[src/verilog/pmeac_pkg.sv]
// Shared constants and types for the power mode exit and strobe control block
package pmeac_pkg;
  // ****************
  // Register map
  // ****************
  localparam int ADDR_W = 8;
  localparam logic [7:0] PWR_CTL_OFF = 8'h00;
  localparam logic [7:0] AUX_CTL_OFF = 8'h04;
  localparam logic [7:0] STATUS_OFF = 8'h08;
  localparam logic [7:0] CONFIG_OFF = 8'h0c;
  localparam logic [7:0] PORT_ZERO_OFF = 8'h10;
  localparam logic [7:0] PORT_HIGH_OFF = 8'h14;
  localparam logic [7:0] RAM_BASE = 8'h40;
  localparam logic [7:0] RAM_MASK = 8'hc0;
  // ****************
  // Fields and reset values
  // ****************
  localparam int IDLE_BIT = 0;
  localparam int PDOWN_BIT = 1;
  localparam int GF0_BIT = 2;
  localparam int GF1_BIT = 3;
  localparam int STROBE_OFF_BIT = 0;
  localparam int EXT_CODE_BIT = 0;
  localparam int OSC_RUN_BIT = 4;
  localparam logic [3:0] PWR_CTL_RST = 4'h0;
  localparam logic AUX_CTL_RST = 1'b0;
  localparam logic CONFIG_RST = 1'b0;
  localparam logic [7:0] PORT_RST = 8'hff;
  // ****************
  // Timing and sizes
  // ****************
  localparam int WAKE_CLKS = 1024;
  localparam int RAM_WORDS = 16;
  localparam int RAM_AW = 4;
  localparam logic [1:0] RESP_OKAY = 2'h0;
  localparam logic [1:0] RESP_SLVERR = 2'h2;
  typedef enum logic [3:0] {
    S_RUN = 4'h1,
    S_IDLE = 4'h2,
    S_PD = 4'h4,
    S_WAKE = 4'h8
  } pmeac_state_t;
endpackage : pmeac_pkg

[src/verilog/pmeac_ram.sv]
// Internal data RAM with registered read port and no reset
`timescale 1ns/10ps
module pmeac_ram #(
  parameter int DW = 8,
  parameter int AW = 4
) (
  input wire logic clk,
  input wire logic we,
  input wire logic [AW-1:0] waddr,
  input wire logic [DW-1:0] wdata,
  input wire logic [AW-1:0] raddr,
  output logic [DW-1:0] rdata
);
  logic [DW-1:0] mem [0:(1<<AW)-1];

  // Contents never see reset, so they survive every wake path
  always_ff @(posedge clk) begin
    if (we) begin
      mem[waddr] <= wdata;
    end
    rdata <= mem[raddr];
  end
endmodule : pmeac_ram

[src/verilog/pmeac_top.sv]
// Power mode sequencing, port state and address strobe control
`timescale 1ns/10ps
module pmeac_top
  import pmeac_pkg::*;
#(
  parameter int WAKE_CYCLES = pmeac_pkg::WAKE_CLKS
) (
  input wire logic clk,
  input wire logic rst,
  input wire logic [pmeac_pkg::ADDR_W-1:0] s_axi_awaddr,
  input wire logic s_axi_awvalid,
  output logic s_axi_awready,
  input wire logic [31:0] s_axi_wdata,
  input wire logic [3:0] s_axi_wstrb,
  input wire logic s_axi_wvalid,
  output logic s_axi_wready,
  output logic [1:0] s_axi_bresp,
  output logic s_axi_bvalid,
  input wire logic s_axi_bready,
  input wire logic [pmeac_pkg::ADDR_W-1:0] s_axi_araddr,
  input wire logic s_axi_arvalid,
  output logic s_axi_arready,
  output logic [31:0] s_axi_rdata,
  output logic [1:0] s_axi_rresp,
  output logic s_axi_rvalid,
  input wire logic s_axi_rready,
  input wire logic irq_any,
  input wire logic ext_wake_irq,
  input wire logic kbd_wake_irq,
  input wire logic external_data_move_instr,
  input wire logic code_table_read_instr,
  input wire logic ext_fetch,
  input wire logic core_addr_latch,
  input wire logic core_prog_strobe,
  input wire logic [7:0] core_port_zero_out,
  input wire logic [7:0] core_port_zero_oe,
  input wire logic [7:0] core_addr_high,
  output logic addr_latch_strobe,
  output logic addr_latch_strobe_oe,
  output logic program_store_strobe,
  output logic [7:0] bus_port_zero_out,
  output logic [7:0] bus_port_zero_oe,
  output logic [7:0] high_address_port_out,
  output logic osc_run
);
  import pmeac_pkg::*;

  // ****************
  // Decode helpers
  // ****************
  function automatic logic is_ram(input logic [ADDR_W-1:0] a);
    return (a & RAM_MASK) == RAM_BASE && a[1:0] == 2'h0;
  endfunction : is_ram

  function automatic logic is_mapped(input logic [ADDR_W-1:0] a);
    return is_ram(a) || a == PWR_CTL_OFF || a == AUX_CTL_OFF || a == STATUS_OFF
      || a == CONFIG_OFF || a == PORT_ZERO_OFF || a == PORT_HIGH_OFF;
  endfunction : is_mapped

  localparam int CNT_W = $clog2(WAKE_CYCLES);

  // ****************
  // Registers and state
  // ****************
  pmeac_state_t st;
  pmeac_state_t next_st;
  logic [3:0] power_control_register;
  logic auxiliary_control_register;
  logic ext_code;
  logic [7:0] port_zero_latch;
  logic [7:0] port_high_latch;
  logic [CNT_W-1:0] wake_cnt;
  logic [ADDR_W-1:0] aw_addr;
  logic [31:0] w_data;
  logic [3:0] w_strb;
  logic [ADDR_W-1:0] ar_addr;
  logic rd_wait;
  logic [7:0] ram_rdata;

  // ****************
  // Bus decode
  // ****************
  wire do_wr = !s_axi_awready && !s_axi_wready && !s_axi_bvalid;
  wire wr_lane = do_wr && w_strb[0];
  wire wr_pwr = wr_lane && aw_addr == PWR_CTL_OFF;
  wire wr_aux = wr_lane && aw_addr == AUX_CTL_OFF;
  wire wr_cfg = wr_lane && aw_addr == CONFIG_OFF;
  wire wr_pz = wr_lane && aw_addr == PORT_ZERO_OFF;
  wire wr_ph = wr_lane && aw_addr == PORT_HIGH_OFF;
  wire wr_ram = wr_lane && is_ram(aw_addr);
  wire ar_fire = s_axi_arvalid && s_axi_arready;
  wire strobe_off_bit = auxiliary_control_register;
  wire idle_request_bit = power_control_register[IDLE_BIT];
  wire powerdown_request_bit = power_control_register[PDOWN_BIT];

  // ****************
  // Mode sequencing
  // ****************
  wire wake_done = wake_cnt == CNT_W'(WAKE_CYCLES - 1);
  wire idle_exit = st == S_IDLE && irq_any;
  wire pd_ext_exit = st == S_PD && ext_wake_irq;
  wire pd_kbd_exit = st == S_PD && !ext_wake_irq && kbd_wake_irq;
  wire wake_exit = st == S_WAKE && wake_done;
  wire clr_both = pd_ext_exit || wake_exit;
  wire clr_idle = idle_exit || clr_both;

  always_comb begin
    next_st = st;
    case (st)
      S_RUN: begin
        if (powerdown_request_bit) begin
          next_st = S_PD;
        end else if (idle_request_bit) begin
          next_st = S_IDLE;
        end
      end
      S_IDLE: begin
        if (idle_exit) begin
          next_st = S_RUN;
        end
      end
      S_PD: begin
        if (pd_ext_exit) begin
          next_st = S_RUN;
        end else if (pd_kbd_exit) begin
          next_st = S_WAKE;
        end
      end
      S_WAKE: begin
        if (wake_done) begin
          next_st = S_RUN;
        end
      end
      default: begin
        next_st = S_RUN;
      end
    endcase
  end

  // Software write wins over a hardware clear in the same cycle
  wire [3:0] next_pwr_ctl = wr_pwr ? w_data[3:0]
    : {power_control_register[3:2], power_control_register[PDOWN_BIT] & ~clr_both,
       power_control_register[IDLE_BIT] & ~clr_idle};

  always_ff @(posedge clk) begin
    if (rst) begin
      st <= S_RUN;
      power_control_register <= PWR_CTL_RST;
      auxiliary_control_register <= AUX_CTL_RST;
      ext_code <= CONFIG_RST;
      port_zero_latch <= PORT_RST;
      port_high_latch <= PORT_RST;
      wake_cnt <= '0;
    end else begin
      st <= next_st;
      power_control_register <= next_pwr_ctl;
      if (wr_aux) begin
        auxiliary_control_register <= w_data[STROBE_OFF_BIT];
      end
      if (wr_cfg) begin
        ext_code <= w_data[EXT_CODE_BIT];
      end
      if (wr_pz) begin
        port_zero_latch <= w_data[7:0];
      end
      if (wr_ph) begin
        port_high_latch <= w_data[7:0];
      end
      wake_cnt <= st == S_WAKE ? wake_cnt + 1'b1 : '0;
    end
  end

  // ****************
  // Pin state
  // ****************
  wire in_idle = st == S_IDLE;
  wire in_pd = st == S_PD || st == S_WAKE;
  wire low_pwr = in_idle || in_pd;
  wire strobe_need = external_data_move_instr || code_table_read_instr || ext_fetch;
  wire strobe_quiet = strobe_off_bit && !strobe_need;
  wire next_ale = in_idle ? 1'b1 : in_pd ? 1'b0 : strobe_quiet ? 1'b1 : core_addr_latch;
  wire next_ale_oe = low_pwr || !strobe_quiet;
  wire next_program_store_strobe = in_idle ? 1'b1 : in_pd ? 1'b0 : core_prog_strobe;
  wire [7:0] next_pz_out = low_pwr ? port_zero_latch : core_port_zero_out;
  wire [7:0] next_pz_oe = !low_pwr ? core_port_zero_oe
    : ext_code ? 8'h00 : ~port_zero_latch;
  wire [7:0] next_ph_out = ext_code && !in_pd ? core_addr_high : port_high_latch;

  always_ff @(posedge clk) begin
    if (rst) begin
      addr_latch_strobe <= 1'b1;
      addr_latch_strobe_oe <= 1'b1;
      program_store_strobe <= 1'b1;
      bus_port_zero_out <= PORT_RST;
      bus_port_zero_oe <= 8'h00;
      high_address_port_out <= PORT_RST;
      osc_run <= 1'b1;
    end else begin
      addr_latch_strobe <= next_ale;
      addr_latch_strobe_oe <= next_ale_oe;
      program_store_strobe <= next_program_store_strobe;
      bus_port_zero_out <= next_pz_out;
      bus_port_zero_oe <= next_pz_oe;
      high_address_port_out <= next_ph_out;
      osc_run <= next_st != S_PD;
    end
  end

  // ****************
  // Bus slave
  // ****************
  pmeac_ram #(
    .DW(8),
    .AW(RAM_AW)
  ) u_ram (
    .clk(clk),
    .we(wr_ram),
    .waddr(aw_addr[RAM_AW+1:2]),
    .wdata(w_data[7:0]),
    .raddr(s_axi_araddr[RAM_AW+1:2]),
    .rdata(ram_rdata)
  );

  wire [7:0] rd_byte = is_ram(ar_addr) ? ram_rdata
    : ar_addr == PWR_CTL_OFF ? {4'h0, power_control_register}
    : ar_addr == AUX_CTL_OFF ? {7'h00, auxiliary_control_register}
    : ar_addr == STATUS_OFF ? {3'h0, osc_run, st}
    : ar_addr == CONFIG_OFF ? {7'h00, ext_code}
    : ar_addr == PORT_ZERO_OFF ? port_zero_latch
    : ar_addr == PORT_HIGH_OFF ? port_high_latch : 8'h00;

  always_ff @(posedge clk) begin
    if (rst) begin
      s_axi_awready <= 1'b1;
      s_axi_wready <= 1'b1;
      s_axi_bvalid <= 1'b0;
      s_axi_bresp <= RESP_OKAY;
      s_axi_arready <= 1'b1;
      s_axi_rvalid <= 1'b0;
      s_axi_rresp <= RESP_OKAY;
      s_axi_rdata <= 32'h0000_0000;
      rd_wait <= 1'b0;
      aw_addr <= '0;
      ar_addr <= '0;
      w_data <= 32'h0000_0000;
      w_strb <= 4'h0;
    end else begin
      if (s_axi_awvalid && s_axi_awready) begin
        s_axi_awready <= 1'b0;
        aw_addr <= s_axi_awaddr;
      end else if (s_axi_bvalid && s_axi_bready) begin
        s_axi_awready <= 1'b1;
      end
      if (s_axi_wvalid && s_axi_wready) begin
        s_axi_wready <= 1'b0;
        w_data <= s_axi_wdata;
        w_strb <= s_axi_wstrb;
      end else if (s_axi_bvalid && s_axi_bready) begin
        s_axi_wready <= 1'b1;
      end
      if (do_wr) begin
        s_axi_bvalid <= 1'b1;
        s_axi_bresp <= is_mapped(aw_addr) ? RESP_OKAY : RESP_SLVERR;
      end else if (s_axi_bready) begin
        s_axi_bvalid <= 1'b0;
      end
      rd_wait <= ar_fire;
      if (ar_fire) begin
        s_axi_arready <= 1'b0;
        ar_addr <= s_axi_araddr;
      end else if (s_axi_rvalid && s_axi_rready) begin
        s_axi_arready <= 1'b1;
      end
      if (rd_wait) begin
        s_axi_rvalid <= 1'b1;
        s_axi_rdata <= {24'h00_0000, rd_byte};
        s_axi_rresp <= is_mapped(ar_addr) ? RESP_OKAY : RESP_SLVERR;
      end else if (s_axi_rready) begin
        s_axi_rvalid <= 1'b0;
      end
    end
  end
endmodule : pmeac_top

[config.mk]
export PLATFORM = sky130hd
export DESIGN_NAME = pmeac_top
export DESIGN_NICKNAME = d
export VERILOG_FILES = /design/src/verilog/pmeac_pkg.sv /design/src/verilog/pmeac_ram.sv /design/src/verilog/pmeac_top.sv
export SDC_FILE = /design/constraint.sdc
export NUM_CORES = 1
export LEC_CHECK = 0
export BUFFER_PORTS_ARGS = -buffer_cell sky130_fd_sc_hd__buf_2
export CELL_PAD_IN_SITES_DETAIL_PLACEMENT = 1
export CELL_PAD_IN_SITES_GLOBAL_PLACEMENT = 1
export CORE_AREA = 2 2 150 152
export CTS_CLUSTER_DIAMETER = 120
export DETAILED_ROUTE_END_ITERATION = 6
export DIE_AREA = 0 0 152 154
export HOLD_SLACK_MARGIN = 0.05
export PLACE_DENSITY_LB_ADDON = 0.1
export SYNTH_ARGS = -nofsm -noshare
export SYNTH_HDL_FRONTEND = slang
export SYNTH_SLANG_ARGS = --single-unit
[constraint.sdc]
create_clock -name clk -period 2.8 [get_ports clk]
set_input_delay 0.14 -clock clk [delete_from_list [all_inputs] [get_ports clk]]
set_output_delay 0.14 -clock clk [all_outputs]
set_load 0.005 [all_outputs]
==> impl_metrics.csv, run 1 <==
group,metric,value,unit
sta,finalCritPeriodShare,0.820,
power_and_ir_drop,leakagePower,0.00463,uW
worst_setup_path,cp_num_cells,5,
placed_design,place_hpwl,16.6,mm
worst_setup_path,path_delay_family,"simple AND/OR/NAND/NOR gates",
clock_network,post-cts-setup-buffer-count,0,
worst_setup_path,worstSetupStartpointType,"flip-flop",
placed_design,numPortBuffers,106,
clock_network,clk_pin_slew_worst_paths,0.06,ns
sta,fmaxAchievable,0.436,GHz
yosys,ys_top_cells_by_count,"edfxtp_1 (128), dfxtp_1 (113), nand2_1 (105)",
global_route,overflow,0,
placed_design,place_ws,0.571,ns
worst_setup_path,crit_start,"st[2]",
route,wirelength,25.6,mm
worst_setup_path,worstSetupEndpointType,"flip-flop",
sta,tightest_slew,0.989,ns
power_and_ir_drop,combPwrFrac,0.060,
global_route,grt_pass1_wl,39.8,mm
yosys,ys_top_cells_by_area,"edfxtp_1 (40%), dfxtp_1 (23%), mux4_2 (7.7%)",
route,vias,6696,
power_and_ir_drop,p_total,7780,uW
worst_hold_path,hold_class,"in2reg",
route,post_drt_wl_per_cell,20.6,um
yosys,netlist_area,9640,um^2
worst_setup_path,critPathCapture,"st[0]",
global_route,grt_pass1_vias,7168,
yosys,ys_warn_count,0,
sta,period_needed,2.30,ns
die,rows,54,
die,dieArea,23400,um^2
worst_setup_path,cp.required,3.26,ns
sta,finalSetupViolCount,0,
power_and_ir_drop,intPower,6060,uW
clock_network,cts_resized,0,
clock_network,clockBufferDepth,3,
clock_network,cts_made_buffers,26,
route,drt_iter0_drc,368,
route,first_pass_iters,4,
worst_setup_path,crit_buf_inv,1,
die,die_h,154,um
yosys,synth.top_cell.area_share,0.399,
power_and_ir_drop,p_sw_frac,0.220,
job,drv_cap,0,
worst_setup_path,reg2reg_slack,0.50,ns
clock_network,htreeDepth,1,
cells_and_area,diodes,0,
yosys,yosys_register_bits,241,
die,start_util,0.444,
worst_setup_path,path_cells,"or4b_4 > nor4_2 > a41oi_1 > nand4_1 > dlygate4sd3_1",
global_route,grt_usage,0.216,
die,core,21700,um^2
yosys,yosysMostFrequentCell,"edfxtp_1",
cells_and_area,fin_nets,1035,
worst_setup_path,r2r_end,"st[0]",
clock_network,cts_root_buf,"clkbuf_16",
clock_network,tritoncts,"built",
worst_setup_path,crit_type,"reg2reg",
sta,fin_ws,0.504,ns
worst_setup_path,worstPathMaxFanout,12,
sta,fin_setup_tns,0,ns
die,die_w,152,um
yosys,synth_cell_type_count,57,
cells_and_area,drive_above_1_share,0.232,
yosys,synthCells,764,
worst_setup_path,worst-endpoint-arrival,2.76,ns
worst_setup_path,cpMaxStageDelayCell,"or4b_4",
sta,skew,0.0269,ns
power_and_ir_drop,clockPowerShare,0.441,
global_route,grt_max_degree,70,
yosys,synth_edf_count,128,
power_and_ir_drop,p_seq_frac,0.499,
worst_setup_path,r2r-start,"st[2]",
worst_setup_path,ff2ff_path_depth,5,
cells_and_area,area_growth,24.0,%
placed_design,gp_congestion,0.819,
worst_setup_path,slowest_delay,0.63,ns
sta,hold-worst-slack,0.104,ns
route,remaining_drc_errors,0,
clock_network,insertion_delay,0.54,ns
power_and_ir_drop,powerDensity,651,nW/um^2
yosys,synth_seq_area_share,0.634,
yosys,avgSynthCellArea,12.6,um^2
sta,slew_headroom,0.340,
power_and_ir_drop,ir_drop,558,uV
power_and_ir_drop,p_switching,1710,uW
sta,rsz0062_at_grt,"no",
sta,finalHoldViolations,0,
die,io_pins,160,
clock_network,cts.sinks,241,
yosys,synthFlopType,"edfxtp_1",
sta,slew_violations,0,
yosys,synth_top_area_cell,"edfxtp_1",
global_route,antenna_found_initial,0,
status,outcome,"finished clean",
route,routed_via_density,5.39,
yosys,async_flop_share,0,
route,drtAntennaViolNets,0,
-- power groups by stage --
stage | Clock [uW] | Combinational, uW | Sequential, uW
after floorplan | 0 | 273 | 3910
after global placement | 0 | 379 | 3950
after detailed placement | 0 | 392 | 3960
after CTS | 3500 | 464 | 3880
after global routing | 3630 | 514 | 3890
final | 3430 | 468 | 3880
-- flip-flops by register name, summed over array words and instances, names as in the netlist, 4 cells and up --
signal / flops
w_data: 8
s_axi_rdata: 8
wake_cnt: 10
port_high_latch: 8
port_zero_latch: 8
bus_port_zero_oe: 8
high_address_port_out: 8
bus_port_zero_out: 8
u_ram.rdata: 8
u_ram.mem: 128
st: 4
power_control_register: 4
aw_addr: 8
ar_addr: 8
-- layout make-up --
type                            count  area [um^2]
Fill cell                        2215         9740
Tap cell                          280          350
Clock buffer                       37          753
Multi-Input combinational cell    471         3210
Clock inverter                     11          116
Sequential cell                   241         6110
Timing Repair Buffer              196         1380
Inverter                            7         26.3
-- routing by layer --
| metal | track usage | share of wire |
|---|---|---|
| met1 | 0.289 | 0.44 |
| met2 | 0.373 | 0.49 |
| met3 | 0.0318 | 0.049 |
| met4 | 0.0574 | 0.023 |
| met5 | 0 | 0 |
-- worst min-delay path by stage --
stage,cells past startpoint,endpoint,start
6_report,3,rd_wait,s_axi_arvalid
5_1_grt,4,port_zero_latch[4],rst
4_1_cts,4,port_high_latch[0],rst
3_5_place_dp,3,program_store_strobe,core_prog_strobe
3_3_place_gp,3,program_store_strobe,core_prog_strobe
2_1_floorplan,2,program_store_strobe,core_prog_strobe
-- worst reg2reg max path, cell delays in order, from the launching register on --
cell,delay (ns)
dfxtp_1,0.46
or4b_4,0.63
nor4_2,0.31
a41oi_1,0.14
nand4_1,0.16
dlygate4sd3_1,0.54
-- cell usage in the layout (no fill, tap or decap), types with 4 or more instances in the layout --
cell / synthesis / final
a221oi_1: 5 / 5
o21ai_0: 9 / 9
nor2b_1: 6 / 6
nand3_1: 32 / 32
dlygate4sd3_1: 0 / 66
a21oi_1: 49 / 49
o211ai_1: 4 / 4
clkinv_2: 0 / 5
clkbuf_16: 0 / 26
mux2_2: 5 / 5
nand2b_1: 8 / 8
nor3_1: 18 / 18
clkbuf_1: 26 / 4
nand2_1: 105 / 105
or3_1: 9 / 9
conb_1: 1 / 26
buf_4: 26 / 23
nor2_1: 53 / 53
edfxtp_1: 128 / 128
a22oi_1: 16 / 16
buf_2: 12 / 106
xor2_1: 9 / 9
dfxtp_1: 113 / 113
mux4_2: 33 / 33
and2_1: 7 / 7
mux2i_1: 20 / 20
nand4_1: 8 / 8
nor4b_1: 6 / 6
clkbuf_8: 0 / 6
inv_1: 6 / 6
-- repair_timing --
action	4_1_cts	5_1_grt
endpoints found under the setup margin	0	0
hold buffers	66	0
endpoints found under the hold margin	61	0
-- stage by stage --
stage	std cells	instance area (um^2)	util
floorplan	789	9730	-
global route	1243	12000	0.551
CTS	1243	12000	0.551
global placement	1129	10400	0.480
detailed placement	1129	10400	0.480
finish	1243	12000	0.551
-- cells by family after synthesis --
group	count (synthesis)	share of synthesized area
XOR/XNOR	11	0.0100
adder cells (fa/ha/maj)	1	0.00130
buffers and inverters	77	0.0425
multiplexers	58	0.104
flip-flops	241	0.634
AO/OA/AOI/OAI	100	0.0648
AND/OR/NAND/NOR	275	0.144
other	1	0.000389
No activity file was read; power rests on OpenSTA's default activity.
==> run 2, diff against run 1 <==
--- a/config.mk
+++ b/config.mk
@@ -8,10 +8,10 @@
 export BUFFER_PORTS_ARGS = -buffer_cell sky130_fd_sc_hd__buf_2
 export CELL_PAD_IN_SITES_DETAIL_PLACEMENT = 1
 export CELL_PAD_IN_SITES_GLOBAL_PLACEMENT = 1
-export CORE_AREA = 2 2 150 152
+export CORE_AREA = 2 2 157 159
 export CTS_CLUSTER_DIAMETER = 120
 export DETAILED_ROUTE_END_ITERATION = 6
-export DIE_AREA = 0 0 152 154
+export DIE_AREA = 0 0 159 161
 export HOLD_SLACK_MARGIN = 0.05
 export PLACE_DENSITY_LB_ADDON = 0.1
 export SYNTH_ARGS = -nofsm -noshare
==> constraint.sdc (replaced) <==
create_clock -name clk -period 1.96 [get_ports clk]
set_input_delay 0.098 -clock clk [delete_from_list [all_inputs] [get_ports clk]]
set_output_delay 0.098 -clock clk [all_outputs]
set_load 0.005 [all_outputs]
==> impl_metrics.csv, run 2 (synthesis gave the netlist of run 1 again) <==
group,metric,value,unit
cells_and_area,largest-register,"u_ram.mem",
sta,slew_headroom,0.585,
cells_and_area,fin_cells,1312,
cells_and_area,final_cell_area,12200,um^2
die,die_w,159,um
worst_hold_path,hold_path.startpoint,"s_axi_wvalid",
worst_setup_path,slowest_delay,0.43,ns
placed_design,place_inst,1193,
worst_setup_path,path_delay_family,"simple AND/OR/NAND/NOR gates",
worst_setup_path,cpMaxStageDelayCell,"nor4b_4",
power_and_ir_drop,powerDensity,897,nW/um^2
clock_network,htreeDepth,1,
clock_network,cts_root_buf,"clkbuf_16",
status,outcome,"finished clean",
power_and_ir_drop,leakagePower,0.00477,uW
die,start_util,0.402,
clock_network,tritoncts,"built",
job,drv_cap,0,
sta,finalHoldViolations,0,
worst_hold_path,hold_class,"in2reg",
sta,fmaxAchievable,0.545,GHz
global_route,grt_pass1_wl,40.3,mm
cells_and_area,fin_nets,1061,
placed_design,numPortBuffers,106,
sta,period_needed,1.84,ns
global_route,antenna_found_initial,0,
sta,finalCritPeriodShare,0.937,
cells_and_area,drive_above_1_share,0.251,
route,vias,6724,
clock_network,clockBufferDepth,3,
worst_setup_path,r2r-start,"s_axi_bvalid",
worst_setup_path,cp.required,2.20,ns
power_and_ir_drop,ir_drop,791,uV
global_route,grt_usage,0.201,
die,rows,57,
die,io_pins,160,
clock_network,cts_made_buffers,26,
cells_and_area,reg_top3,"u_ram.mem (128), wake_cnt (10)",
sta,rsz0062_at_grt,"no",
worst_setup_path,crit_start,"s_axi_bvalid",
placed_design,placed_cell_area,10700,um^2
global_route,overflow,0,
cells_and_area,final_common_cell,"edfxtp_1",
placed_design,place_hpwl,17.4,mm
worst_setup_path,worst-endpoint-arrival,2.08,ns
worst_setup_path,worstSetupStartpointType,"flip-flop",
cells_and_area,diodes,0,
die,dieArea,25600,um^2
route,drtAntennaViolNets,0,
worst_setup_path,crit_type,"reg2reg",
cells_and_area,n_fill_cell,2529,
sta,slew_violations,0,
cells_and_area,area_growth,27.1,%
route,wirelength,26.0,mm
worst_setup_path,worstSetupEndpointType,"flip-flop",
sta,skew,0.0289,ns
cells_and_area,layout_common_cells,"edfxtp_1 (128), dfxtp_1 (113), buf_2 (106)",
placed_design,gp_congestion,0.824,
worst_setup_path,path_cells,"nor4b_4 > nand3_1 > nor2_1 > buf_4",
route,first_pass_iters,4,
worst_setup_path,worstPathMaxFanout,8,
cells_and_area,largest_reg_flops,128,
global_route,grt_max_degree,49,
cells_and_area,multi_input_area,3250,um^2
clock_network,insertion_delay,0.54,ns
route,post_drt_wl_per_cell,19.8,um
die,core,24000,um^2
route,routed_via_density,5.13,
clock_network,clk_pin_slew_worst_paths,0.06,ns
route,drt_iter0_drc,401,
cells_and_area,ff_latch_area,6110,um^2
sta,fin_setup_tns,0,ns
global_route,grt_pass1_vias,7101,
worst_setup_path,crit_buf_inv,1,
sta,tightest_slew,0.622,ns
route,remaining_drc_errors,0,
die,die_h,161,um
sta,finalSetupViolCount,0,
clock_network,cts.sinks,241,
-- run 2: cell types whose count changed in the layout (fill, tap and decap cells not counted), moves of 3 or more --
cell,change
buf_4,+19
dlygate4sd3_1,+4
nor3_2,+4
nor3_1,-4
buf_12,+3
-- run 2: final cells by class --
class,instances,share of cell area
multi-input combinational,471,0.266
clock buffer,32,0.0582
inverter,7,0.00215
clock inverter,15,0.00970
timing repair buffer,222,0.133
sequential,241,0.499
tap,324,0.0331
-- run 2: per-stage QoR --
step	util	hold slack [ns]	total power (uW)	setup slack [ns]
floorplan	-	0.205	5980	0.0517
global placement	0.446	0.297	6230	0.0737
detailed placement	0.446	0.294	6250	0.0639
CTS	0.510	0.0520	11100	0.0761
global route	0.511	0.0864	11400	0.00397
finish	0.511	0.0754	11000	0.124
-- run 2: what timing repair did --
action / CTS / global route
endpoints found under the hold margin: 68 / 0
hold buffers: 70 / 0
resized for setup: 0 / 2
setup endpoints to repair: 0 / 26
setup buffers: 0 / 2
-- run 2: tightest hold or removal path: stages --
cell and delay (ns):
buf_2 0.09, nand2_1 0.18, nand2_1 0.13, a21oi_1 0.05
-- run 2: path summary, 6_finish.rpt --
kind                      endpoint  slack [ns]  cells past startpoint
setup / recovery  u_ram.mem[13][4]        0.12                      4
hold reg to reg        wake_cnt[0]        0.46                      1
hold / removal           w_strb[0]        0.08                      4
setup reg to reg  u_ram.mem[13][4]        0.12                      4
-- run 2: per-layer routing --
metal,wire (um),track usage,up-vias
met3,887,0.0270,38
met1,12100,0.275,3365
met5,0,0,-
li1,-,-,3176
met2,12400,0.338,145
met4,605,0.0587,0
-- run 2: report_power, final --
| group | internal (uW) | switching (uW) | total, uW | leakage, uW |
|---|---|---|---|---|
| clock | 2720 | 2010 | 4730 | 0.000400 |
| sequential | 5400 | 80.8 | 5480 | 0.00220 |
| combinational | 360 | 416 | 776 | 0.00218 |
==> run 3, diff against run 2 <==
--- a/config.mk
+++ b/config.mk
@@ -14,6 +14,7 @@
 export DIE_AREA = 0 0 159 161
 export HOLD_SLACK_MARGIN = 0.05
 export PLACE_DENSITY_LB_ADDON = 0.1
+export RECOVER_POWER = 25
 export SYNTH_ARGS = -nofsm -noshare
 export SYNTH_HDL_FRONTEND = slang
 export SYNTH_SLANG_ARGS = --single-unit
==> impl_metrics.csv, run 3 (synthesis gave the netlist of run 1 again) <==
group,metric,value,unit
sta,period_needed,1.84,ns
route,vias,6726,
global_route,grt_pass1_vias,7101,
worst_hold_path,hold_path.startpoint,"s_axi_wvalid",
power_and_ir_drop,ir_drop,791,uV
clock_network,cts_root_buf,"clkbuf_16",
clock_network,clk_pin_slew_worst_paths,0.06,ns
sta,finalSetupViolCount,0,
global_route,antenna_found_initial,0,
job,drv_cap,0,
power_and_ir_drop,powerDensity,898,nW/um^2
sta,tightest_slew,1.16,ns
worst_setup_path,r2r_end,"u_ram.mem[13][4]",
global_route,grt_max_degree,49,
worst_setup_path,crit_type,"reg2reg",
cells_and_area,area_growth,26.8,%
cells_and_area,largest_reg_flops,128,
die,die_w,159,um
sta,finalHoldViolations,0,
route,drt_iter0_drc,392,
power_and_ir_drop,intPower,8480,uW
route,wirelength,26.0,mm
clock_network,cts.sinks,241,
die,rows,57,
clock_network,clockBufferDepth,3,
worst_hold_path,min_path_cells,4,
worst_setup_path,worstSetupStartpointType,"flip-flop",
sta,finalCritPeriodShare,0.940,
cells_and_area,final_common_cell,"edfxtp_1",
global_route,grt_pass1_wl,40.3,mm
worst_setup_path,worst-endpoint-arrival,2.09,ns
sta,slew_violations,0,
worst_setup_path,reg2reg_slack,0.12,ns
placed_design,place_hpwl,17.4,mm
cells_and_area,final_cell_area,12200,um^2
worst_setup_path,r2r-start,"s_axi_bvalid",
power_and_ir_drop,leakagePower,0.00475,uW
route,drtAntennaViolNets,0,
die,io_pins,160,
sta,rsz0062_at_grt,"no",
global_route,grt_usage,0.201,
worst_setup_path,worstSetupEndpointType,"flip-flop",
placed_design,placed_cell_area,10700,um^2
cells_and_area,largest-register,"u_ram.mem",
worst_hold_path,whs_endpoint,"w_strb[0]",
cells_and_area,fin_nets,1061,
power_and_ir_drop,p_seq_frac,0.500,
cells_and_area,layout_common_cells,"edfxtp_1 (128), dfxtp_1 (113), buf_2 (106)",
clock_network,tritoncts,"built",
cells_and_area,fin_cells,1312,
worst_setup_path,cp.required,2.20,ns
sta,slew_headroom,0.225,
worst_setup_path,ff2ff_path_depth,4,
placed_design,place_inst,1193,
placed_design,numPortBuffers,106,
cells_and_area,reg_top3,"u_ram.mem (128), wake_cnt (10)",
route,remaining_drc_errors,0,
die,die_h,161,um
route,first_pass_iters,4,
route,post_drt_wl_per_cell,19.8,um
power_and_ir_drop,combPwrFrac,0.070,
sta,skew,0.0290,ns
power_and_ir_drop,p_sw_frac,0.228,
die,core,24000,um^2
worst_hold_path,hold_class,"in2reg",
power_and_ir_drop,clockPowerShare,0.430,
sta,fin_setup_tns,0,ns
clock_network,insertion_delay,0.54,ns
sta,fmaxAchievable,0.542,GHz
cells_and_area,diodes,0,
placed_design,gp_congestion,0.824,
route,routed_via_density,5.13,
clock_network,htreeDepth,1,
clock_network,cts_made_buffers,26,
global_route,overflow,0,
cells_and_area,drive_above_1_share,0.244,
power_and_ir_drop,p_switching,2500,uW
worst_setup_path,worstPathMaxFanout,8,
die,start_util,0.402,
status,outcome,"finished clean",
die,dieArea,25600,um^2
## run 3: cell types whose count changed in the layout (fill, tap and decap cells not counted)
cell,change
buf_4,-7
clkbuf_1,+7
## run 3: critical path, stage by stage, from the launching register on
cell and delay, ns:
dfxtp_1 0.37, nor4b_4 0.44, nand3_1 0.32, nor2_1 0.22
buf_4 0.22
## run 3: cell type report
class / instances / area, um^2
Sequential cell: 241 / 6110
Multi-Input combinational cell: 471 / 3250
Clock inverter: 15 / 119
Inverter: 7 / 26.3
Clock buffer: 32 / 713
Fill cell: 2531 / 11700
Tap cell: 324 / 405
Timing Repair Buffer: 222 / 1600
## run 3: worst max-delay path by stage
stage | from | end | slack [ns] | depth (start not counted)
floorplan | aw_addr[7] | u_ram.mem[15][0] | 0.05 | 3
global placement | s_axi_bvalid | u_ram.mem[15][3] | 0.07 | 4
detailed placement | s_axi_bvalid | u_ram.mem[15][3] | 0.06 | 4
CTS | s_axi_bvalid | u_ram.mem[11][5] | 0.08 | 4
global route | s_axi_bvalid | u_ram.mem[12][3] | 0.004 | 4
finish | s_axi_bvalid | u_ram.mem[13][4] | 0.12 | 4
## run 3: power by group through the flow
stage / Sequential, uW / Combinational [uW] / Clock (uW)
after floorplan: 5580 / 392 / 0
after global placement: 5590 / 639 / 0
after detailed placement: 5590 / 661 / 0
after CTS: 5480 / 769 / 4840
after global routing: 5490 / 840 / 5020
final: 5480 / 769 / 4720
## run 3: timing repair
action / in CTS / in global routing
setup buffers: 0 / 2
hold buffers: 70 / 0
hold endpoints to repair: 68 / 0
resized for setup: 0 / 2
endpoints found under the setup margin: 0 / 26
## run 3: metrics by stage
stage          total power (uW)  setup WS, ns   util  hold WS (ns)
6_report                  11000         0.117  0.510        0.0733
3_3_place_gp               6230        0.0737  0.446         0.297
2_1_floorplan              5980        0.0517      -         0.205
5_1_grt                   11400       0.00397  0.510        0.0864
3_5_place_dp               6250        0.0639  0.446         0.294
4_1_cts                   11100        0.0761  0.510        0.0520
## run 3: routing by layer
metal,vias to the layer above,part of all wire,global-route usage
li1,3175,-,-
met1,3361,0.46,0.275
met2,152,0.48,0.338
met3,38,0.039,0.0270
met4,0,0.023,0.0587
met5,-,0,0
